$ cat src/verilog/dual_pot_map.svh
// constant map for the dual potentiometer serial control
`ifndef DUAL_POT_MAP_SVH
`define DUAL_POT_MAP_SVH
// ==========================================
// widths and counts
`define WIPER_W 6
`define TAP_N 64
`define SLOT_N 4
`define POT_N 2
`define BIT_LAST 3'h7
// ==========================================
// instruction opcodes (op field)
`define OP_RD_WIPER 2'h0
`define OP_WR_WIPER 2'h1
`define OP_RD_SLOT 2'h2
`define OP_WR_SLOT 2'h3
// ==========================================
// reset values and byte padding
`define SLOT_RESET 6'h00
`define TAP_RESET 64'h0000_0000_0000_0001
`define PINS_IDLE 7'h1A
`define PAD_ZERO 2'h0
// ==========================================
// timing
`define CLK_PERIOD_NS 40
`define NV_WRITE_TIME_NS 5000000
`endif

$ cat src/verilog/dual_pot_pkg.sv
// types for the dual potentiometer serial control
`default_nettype none
`include "dual_pot_map.svh"
package dual_pot_pkg;
  // wiper position value
  typedef logic [`WIPER_W-1:0] wiper_t;
  // pins sampled from outside the clock domain
  typedef struct packed {
    logic addr_hi;
    logic addr_lo;
    logic hold_b;
    logic wp_b;
    logic si;
    logic cs_b;
    logic sck;
  } pins_t;
  // first byte of a sequence
  typedef struct packed {
    logic [1:0] op;
    logic [1:0] dev;
    logic [1:0] slot;
    logic pot;
    logic rsv;
  } instr_t;
  // sequence phase
  typedef enum logic [1:0] {ST_IDLE, ST_INSTR, ST_DATA, ST_DONE} phase_t;
endpackage : dual_pot_pkg
`default_nettype wire

$ cat src/verilog/dual_pot_serial_control.sv
// serial slave control logic for a dual 64-tap potentiometer
//
// Operation
// - sample serial input on clock rise
// - serial output changes only on clock fall
// - deselected: output floats, nv write finishes
// - sequence starts only after select falls
// - internal write launches on select rise
// - write protect low blocks slot writes
// - protect falling while selected aborts write
// - launched write ignores later protect fall
// - paused: output floats, input ignored
// - resume while clock low, continue sequence
// - power-up copies slot 0 into wiper
// - each pot has own 6-bit wiper
// - four 6-bit setting slots per pot
// - respond only when strap address matches
// - clock modes (0,0) and (1,1) only
// - wiper picks one of 64 taps
// - first byte is the instruction
// - exactly one tap per pot connected
`timescale 1ns/1ps
`default_nettype none
`include "dual_pot_map.svh"
module dual_pot_serial_control
  import dual_pot_pkg::*;
#(
  parameter int unsigned NV_WRITE_CYC = (`NV_WRITE_TIME_NS + `CLK_PERIOD_NS - 1) / `CLK_PERIOD_NS
) (
  // system
  input wire logic clk_sys_i,
  input wire logic rst_b_i,
  // serial bus
  input wire logic sck_i,
  input wire logic cs_b_i,
  input wire logic si_i,
  output logic so_o,
  output logic so_oe_o,
  // control pins and straps
  input wire logic wp_b_i,
  input wire logic hold_b_i,
  input wire logic dev_addr_bit_low_i,
  input wire logic dev_addr_bit_high_i,
  // potentiometer side
  output wiper_t wiper0_o,
  output wiper_t wiper1_o,
  output logic [`TAP_N-1:0] tap0_o,
  output logic [`TAP_N-1:0] tap1_o,
  output logic nv_busy_o
);

  // ==========================================
  // helpers
  // one-hot tap select from a wiper value
  function automatic logic [`TAP_N-1:0] tap_onehot(input wiper_t w);
    tap_onehot = `TAP_RESET << w;
  endfunction : tap_onehot

  // ==========================================
  // declarations
  pins_t pin_raw; // raw pin group
  pins_t sync1_reg; // first stage
  pins_t sync2_reg; // second stage
  pins_t sync3_reg; // third stage
  pins_t filt_reg; // accepted levels
  pins_t prev_reg; // accepted levels, one cycle old
  logic sel; // selected
  logic live; // selected and not paused
  logic sck_rise;
  logic sck_fall;
  logic cs_fall;
  logic cs_rise;
  logic wp_fall;
  logic [1:0] strap; // device address straps
  logic paused_reg; // transfer paused
  phase_t phase_reg; // sequence phase
  logic [2:0] bit_reg; // bit within byte
  logic [7:0] shift_reg; // incoming byte
  logic [7:0] rx_byte; // byte including current bit
  logic byte_done;
  logic instr_done;
  logic data_done;
  instr_t instr_reg; // held instruction
  instr_t instr_rx; // instruction being received
  logic rd_act_reg; // read answer in progress
  logic [7:0] out_reg; // outgoing byte
  logic so_reg;
  logic oe_reg;
  logic pend_reg; // complete write awaiting select rise
  logic abort_reg; // protect fell during this frame
  wiper_t data_reg; // write value
  logic commit;
  logic wiper_wr;
  logic nv_start;
  logic busy_reg; // nonvolatile write running
  logic [31:0] nv_cnt_reg;
  logic nv_done;
  wiper_t nv_data_reg;
  logic nv_pot_reg;
  logic [1:0] nv_slot_reg;
  logic recall_reg; // power-up recall pending
  wiper_t wiper_reg [`POT_N]; // wiper positions
  wiper_t slot_mem [`POT_N][`SLOT_N]; // setting slots
  logic [`TAP_N-1:0] tap_reg [`POT_N]; // tap switches

  // ==========================================
  // pin synchronisers
  assign pin_raw = {dev_addr_bit_high_i, dev_addr_bit_low_i, hold_b_i, wp_b_i, si_i, cs_b_i, sck_i};

  // three stages; a level is taken once stages two and three agree
  always_ff @(posedge clk_sys_i) begin
    if (!rst_b_i) begin
      sync1_reg <= `PINS_IDLE;
      sync2_reg <= `PINS_IDLE;
      sync3_reg <= `PINS_IDLE;
      filt_reg <= `PINS_IDLE;
      prev_reg <= `PINS_IDLE;
    end else begin
      sync1_reg <= pin_raw;
      sync2_reg <= sync1_reg;
      sync3_reg <= sync2_reg;
      filt_reg <= (sync2_reg & sync3_reg) | (filt_reg & (sync2_reg ^ sync3_reg));
      prev_reg <= filt_reg;
    end
  end

  // edges of the accepted levels
  assign sel = !filt_reg.cs_b;
  assign live = sel && !paused_reg;
  assign sck_rise = live && filt_reg.sck && !prev_reg.sck;
  assign sck_fall = live && !filt_reg.sck && prev_reg.sck;
  assign cs_fall = !filt_reg.cs_b && prev_reg.cs_b;
  assign cs_rise = filt_reg.cs_b && !prev_reg.cs_b;
  assign wp_fall = !filt_reg.wp_b && prev_reg.wp_b;
  assign strap = {filt_reg.addr_hi, filt_reg.addr_lo};

  // ==========================================
  // pause control
  // pause and resume are only taken while the clock is low
  always_ff @(posedge clk_sys_i) begin
    if (!rst_b_i) begin
      paused_reg <= 1'b0;
    end else if (!sel) begin
      paused_reg <= 1'b0;
    end else if (!paused_reg && !filt_reg.hold_b && !filt_reg.sck) begin
      paused_reg <= 1'b1;
    end else if (paused_reg && filt_reg.hold_b && !filt_reg.sck) begin
      paused_reg <= 1'b0;
    end
  end

  // ==========================================
  // receive shifter
  assign rx_byte = {shift_reg[6:0], filt_reg.si};
  assign instr_rx = instr_t'(rx_byte);
  assign byte_done = sck_rise && (bit_reg == `BIT_LAST);
  assign instr_done = byte_done && (phase_reg == ST_INSTR);
  assign data_done = byte_done && (phase_reg == ST_DATA);

  // phase walk; state is kept through a pause
  always_ff @(posedge clk_sys_i) begin
    if (!rst_b_i) begin
      phase_reg <= ST_IDLE;
      bit_reg <= 3'h0;
      shift_reg <= 8'h00;
    end else if (!sel) begin
      phase_reg <= ST_IDLE;
    end else if (cs_fall) begin
      phase_reg <= ST_INSTR;
      bit_reg <= 3'h0;
    end else if (sck_rise) begin
      shift_reg <= rx_byte;
      bit_reg <= bit_reg + 3'h1;
      case (phase_reg)
        ST_INSTR: if (bit_reg == `BIT_LAST) phase_reg <= ST_DATA;
        ST_DATA: if (bit_reg == `BIT_LAST) phase_reg <= ST_DONE;
        default: ;
      endcase
    end
  end

  // instruction byte hold
  always_ff @(posedge clk_sys_i) begin
    if (!rst_b_i) begin
      instr_reg <= '0;
    end else if (instr_done) begin
      instr_reg <= instr_rx;
    end
  end

  // ==========================================
  // read answer
  // load on the instruction's last rise, shift on falls
  always_ff @(posedge clk_sys_i) begin
    if (!rst_b_i) begin
      rd_act_reg <= 1'b0;
      out_reg <= 8'h00;
      so_reg <= 1'b0;
    end else if (!sel) begin
      rd_act_reg <= 1'b0;
    end else if (instr_done) begin
      rd_act_reg <= !instr_rx.op[0] && (instr_rx.dev == strap);
      if (instr_rx.op[1]) begin
        out_reg <= {`PAD_ZERO, slot_mem[instr_rx.pot][instr_rx.slot]};
      end else begin
        out_reg <= {`PAD_ZERO, wiper_reg[instr_rx.pot]};
      end
    end else if (sck_fall && rd_act_reg && (phase_reg == ST_DATA)) begin
      so_reg <= out_reg[7];
      out_reg <= {out_reg[6:0], 1'b0};
    end
  end

  // output enable only while selected, unpaused and answering
  always_ff @(posedge clk_sys_i) begin
    if (!rst_b_i) begin
      oe_reg <= 1'b0;
    end else begin
      oe_reg <= live && rd_act_reg;
    end
  end

  // ==========================================
  // write capture
  assign commit = cs_rise && pend_reg;
  assign wiper_wr = commit && (instr_reg.op == `OP_WR_WIPER);
  assign nv_start = commit && (instr_reg.op == `OP_WR_SLOT) && filt_reg.wp_b && !busy_reg;

  // a full write waits for select to rise
  always_ff @(posedge clk_sys_i) begin
    if (!rst_b_i) begin
      pend_reg <= 1'b0;
      data_reg <= `SLOT_RESET;
    end else if (cs_rise) begin
      pend_reg <= 1'b0;
    end else if (sel && wp_fall) begin
      pend_reg <= 1'b0;
    end else if (data_done && instr_reg.op[0] && (instr_reg.dev == strap) && !abort_reg) begin
      pend_reg <= 1'b1;
      data_reg <= rx_byte[`WIPER_W-1:0];
    end
  end

  // a protect fall anywhere in the frame kills its write, even before the data ends
  always_ff @(posedge clk_sys_i) begin
    if (!rst_b_i) begin
      abort_reg <= 1'b0;
    end else if (!sel) begin
      abort_reg <= 1'b0;
    end else if (wp_fall) begin
      abort_reg <= 1'b1;
    end
  end

  // ==========================================
  // nonvolatile write engine
  assign nv_done = busy_reg && (nv_cnt_reg == 32'(NV_WRITE_CYC - 1));

  // runs to the end regardless of select or protect
  always_ff @(posedge clk_sys_i) begin
    if (!rst_b_i) begin
      busy_reg <= 1'b0;
      nv_cnt_reg <= 32'h0000_0000;
      nv_data_reg <= `SLOT_RESET;
      nv_pot_reg <= 1'b0;
      nv_slot_reg <= 2'h0;
    end else if (nv_start) begin
      busy_reg <= 1'b1;
      nv_cnt_reg <= 32'h0000_0000;
      nv_data_reg <= data_reg;
      nv_pot_reg <= instr_reg.pot;
      nv_slot_reg <= instr_reg.slot;
    end else if (nv_done) begin
      busy_reg <= 1'b0;
    end else if (busy_reg) begin
      nv_cnt_reg <= nv_cnt_reg + 32'h0000_0001;
    end
  end

  // setting slots, written when the cycle ends
  always_ff @(posedge clk_sys_i) begin
    if (!rst_b_i) begin
      for (int p = 0; p < `POT_N; p++) begin
        for (int s = 0; s < `SLOT_N; s++) begin
          slot_mem[p][s] <= `SLOT_RESET;
        end
      end
    end else if (nv_done) begin
      slot_mem[nv_pot_reg][nv_slot_reg] <= nv_data_reg;
    end
  end

  // ==========================================
  // wiper registers and taps
  // recall slot 0 once after power-up, then take writes
  always_ff @(posedge clk_sys_i) begin
    if (!rst_b_i) begin
      recall_reg <= 1'b1;
      for (int p = 0; p < `POT_N; p++) begin
        wiper_reg[p] <= `SLOT_RESET;
      end
    end else if (recall_reg) begin
      recall_reg <= 1'b0;
      for (int p = 0; p < `POT_N; p++) begin
        wiper_reg[p] <= slot_mem[p][0];
      end
    end else if (wiper_wr) begin
      wiper_reg[instr_reg.pot] <= data_reg;
    end
  end

  // one tap switch per pot, decoded from its wiper
  always_ff @(posedge clk_sys_i) begin
    if (!rst_b_i) begin
      for (int p = 0; p < `POT_N; p++) begin
        tap_reg[p] <= `TAP_RESET;
      end
    end else begin
      for (int p = 0; p < `POT_N; p++) begin
        tap_reg[p] <= tap_onehot(wiper_reg[p]);
      end
    end
  end

  // ==========================================
  // outputs
  assign so_o = so_reg;
  assign so_oe_o = oe_reg;
  assign wiper0_o = wiper_reg[0];
  assign wiper1_o = wiper_reg[1];
  assign tap0_o = tap_reg[0];
  assign tap1_o = tap_reg[1];
  assign nv_busy_o = busy_reg;
endmodule : dual_pot_serial_control
`default_nettype wire

$ cat config.mk
export PLATFORM = sky130hd
export DESIGN_NAME = dual_pot_serial_control
export DESIGN_NICKNAME = d
export VERILOG_FILES = /design/src/verilog/dual_pot_pkg.sv /design/src/verilog/dual_pot_serial_control.sv
export VERILOG_INCLUDE_DIRS = /design/src /design/src/verilog
export SDC_FILE = /design/constraint.sdc
export NUM_CORES = 1
export LEC_CHECK = 0
export ABC_AREA = 1
export BUFFER_PORTS_ARGS = -buffer_cell sky130_fd_sc_hd__buf_4
export CELL_PAD_IN_SITES_DETAIL_PLACEMENT = 1
export CELL_PAD_IN_SITES_GLOBAL_PLACEMENT = 2
export CORE_MARGIN = 2
export CORE_UTILIZATION = 37
export DETAILED_ROUTE_END_ITERATION = 8
export GPL_TIMING_DRIVEN = 0
export PLACE_DENSITY_LB_ADDON = 0.1
export SYNTH_ARGS = -nofsm -noshare
export SYNTH_HDL_FRONTEND = slang
export SYNTH_SLANG_ARGS = --single-unit
$ cat constraint.sdc
create_clock -name clk_sys_i -period 5.6 [get_ports clk_sys_i]
set_input_delay 0 -clock clk_sys_i [delete_from_list [all_inputs] [get_ports clk_sys_i]]
set_output_delay 0 -clock clk_sys_i [all_outputs]
set_load 0.1 [all_outputs]
==> flow_metrics.py <==
metrics = {
    "global_routing": {
        "overflow": 0,
        "grt_usage": 0.217,
        "antenna_found_initial": 0,
        "first_global_vias": 10500,
        "grt_first_pass_wirelength_um": 57400,
        "grt_start_max_net_pins": 14,
    },
    "timing": {
        "slew_headroom": 0.212,
        "rsz0062_at_grt": "false",
        "timing.fmax_mhz": 359,
        "finalHoldWorstSlack_ps": 222,
        "finalClockSkew_ps": 21.1,
        "setup_viol": 0,
        "final_max_slew_viol_count": 0,
        "min_period_ps": 2790,
        "fin_crit_sh": 0.498,
        "setup_tns_ps": 0,
        "worst_slack_ps": 2810,
        "hold_violations": 0,
        "tightestPinTransition_ps": 1170,
    },
    "setup_path": {
        "cp_slowest_stage_delay_ps": 920,
        "crit_family": "compound AO/OA/AOI/OAI gates",
        "worstPathRequired_ps": 5720,
        "r2r_setup_slack_ps": 2810,
        "cpMostUsedCell": "nand2_1",
        "slowest_stage": "o21ai_0",
        "start_kind": "flip-flop",
        "end_kind": "flip-flop",
        "path_cells": "ha_1 > nand2_1 > inv_1 > nand2_1 > nor2_1 > nand2_1 > nor2_4 > nand2_1 > o21ai_0",
        "critical_path_buf_inv_count": 1,
        "ff2ff_path_depth": 9,
        "critical_path_arrival_ps": 2910,
        "crit_fanout": 6,
        "r2r_start": "nv_cnt_reg[0]",
        "crit_type": "reg -> reg",
        "r2r_end": "slot_mem[1][6]",
    },
    "route": {
        "drt_wl_total_um": 35800,
        "wl_per_cell_um": 17.5,
        "wl_met3_um": 1530,
        "ant_nets": 0,
        "wl_met1_um": 16000,
        "drt_iter0_markers": 461,
        "vias": 10100,
        "dr_wl_met2_um": 17300,
        "highest_layer": "met4",
        "drt_pass1_iterations": 4,
        "via_per_inst": 4.94,
        "drc": 0,
    },
    "synthesis": {
        "ys_async_sr_fraction": 0,
        "syn_area_per_cell_um2": 8.26,
        "synth_seq_cells": 302,
        "netlist.area_leader.share": 0.410,
        "netlist_instances": 1429,
        "synth_area_leaders": "dfxtp_1 (41%), edfxtp_1 (15%), nand2_1 (9.7%)",
        "yosys.cell_count.top_type": "nand2_1",
        "syn-cell-area_mm2": 0.0118,
        "netlist-cell-type-count": 31,
        "yosysSeqAreaShare": 0.563,
        "syn_nets": 1448,
        "synthFlopType": "dfxtp_1",
        "synth_edf_count": 60,
        "synth_common_cells": "nand2_1 (304), dfxtp_1 (242), nor2_1 (225), inv_1 (126), a21oi_1 (91)",
        "yosys_warnings": 0,
        "synth.largest_area_cell": "dfxtp_1",
    },
    "layout": {
        "drive_gt1_frac": 0.168,
        "largest_register_ffs": 128,
        "nets": 1643,
        "fillers": 3780,
        "syn2layout_area_growth_pct": 24.2,
        "final_area_mm2": 0.0147,
        "fin_cells": 2047,
        "utilization": 0.466,
        "ff_latch_area_mm2": 0.00665,
        "antenna_cells": 0,
        "multi_input_area_mm2": 0.00434,
    },
    "clocking": {
        "htree_levels": 2,
        "clkTransAtPathRegs_ps": 60,
        "clk_latency_ps": 520,
        "cts_tree": "built",
        "cts.sinks": 302,
        "postCtsResizedCells": 0,
        "clockBufferDepth": 3,
        "cts_root_buf": "clkbuf_16",
        "numCtsBuffers": 35,
    },
    "floorplan": {
        "initial_core_util": 0.375,
        "die_w_um": 183,
        "core_mm2": 0.0315,
        "die_y_um": 183,
        "die_area_mm2": 0.0333,
        "fp-row-count": 65,
        "ioPinCount": 152,
    },
    "power_and_ir_drop": {
        "p_clk_frac": 0.467,
        "seq_power_share": 0.471,
        "internal_power_mw": 3.67,
        "leakagePower_nw": 5.87,
        "swShare": 0.241,
        "p_comb_frac": 0.062,
        "p_per_area_mw_per_mm2": 330,
        "fin_total_pwr_mw": 4.83,
        "peakVddDrop_uv": 193,
        "power_switching_mw": 1.16,
    },
    "placed_design": {
        "io_buffers": 150,
        "finalWeightedCongestion": 0.844,
        "hpwl_um": 26600,
        "dpl_worst_slack_ps": 2820,
        "dp_cells": 1981,
        "place_area_mm2": 0.0134,
    },
    "hold_path": {
        "hp-class": "in -> reg",
        "worstHoldPathCells": 4,
        "holdPathEnd": "sync1_reg[2]",
        "min_from": "si_i",
    },
    "outcome": {
        "status": "finished clean",
    },
    "job": {
        "cap_violations": 0,
    },
}
routing by layer:
metal | global-route usage | vias up
met5 | 0 | -
met4 | 0.0674 | 0
met3 | 0.0317 | 54
met2 | 0.379 | 214
met1 | 0.277 | 4834
li1 | - | 5011
what timing repair did:
action	in CTS	in global routing
hold endpoints to repair	12	0
hold buffers	8	0
setup buffers	0	0
logic make-up (layout without fill, tap and decap cells):
logic type                 count (synthesis)  in the layout  share of synthesized area
buffers and inverters                    205            421                     0.0690
adders and majority gates                 10             10                     0.0106
AOI/OAI and AO/OA                        150            150                     0.0651
xor gates and xnor gates                  15             15                     0.0111
DFF                                      302            302                      0.563
and+or+nand+nor                          747            747                      0.281
area by class of cell:
class,instances,area share
flip-flops and latches,302,0.453
multi-input cells,922,0.296
repair buffers,158,0.0823
clock buffers,49,0.0740
inverters,136,0.0348
well taps,402,0.0343
plain buffers,69,0.0207
clock inverters,9,0.00435
tightest hold or removal path, cell delays in order:
cell and delay, ps:
dlygate4sd3_1 520, buf_4 100, nand2_1 40, inv_1 40
power by group through the flow:
stage	clock (mW)	combinational, mW	sequential (mW)
after global routing	2.39	0.324	2.28
after floorplan	0	0.107	2.42
after global placement	0	0.294	2.32
after CTS	2.29	0.302	2.28
after detailed placement	0	0.296	2.32
final	2.26	0.300	2.28
layout by cell type, fill, tap and decap left out, drive strengths merged, types with 8 or more instances in the layout:
master,count
inv,133
xor2,14
nand3,83
edfxtp,60
nor2,232
dfxtp,242
clkbuf,87
or2,12
dlygate4sd3,8
o22ai,10
nand4,46
o21ai,47
a21oi,91
nand2,307
nand3b,12
clkinv,12
buf,181
ha,10
nor3,53
how the worst max path moves through the flow:
stage	startpoint	end	slack, ps	cells after the start
6_report	nv_cnt_reg[0]	slot_mem[1][6]	2810	9
5_1_grt	nv_cnt_reg[0]	slot_mem[0][7]	2580	9
4_1_cts	nv_cnt_reg[0]	slot_mem[0][7]	2800	9
3_5_place_dp	nv_cnt_reg[0]	slot_mem[1][10]	2820	9
3_3_place_gp	nv_cnt_reg[0]	slot_mem[1][7]	2850	9
2_1_floorplan	nv_busy_o	slot_mem[0][0]	3280	3
Power figures use the tool's default switching activity.
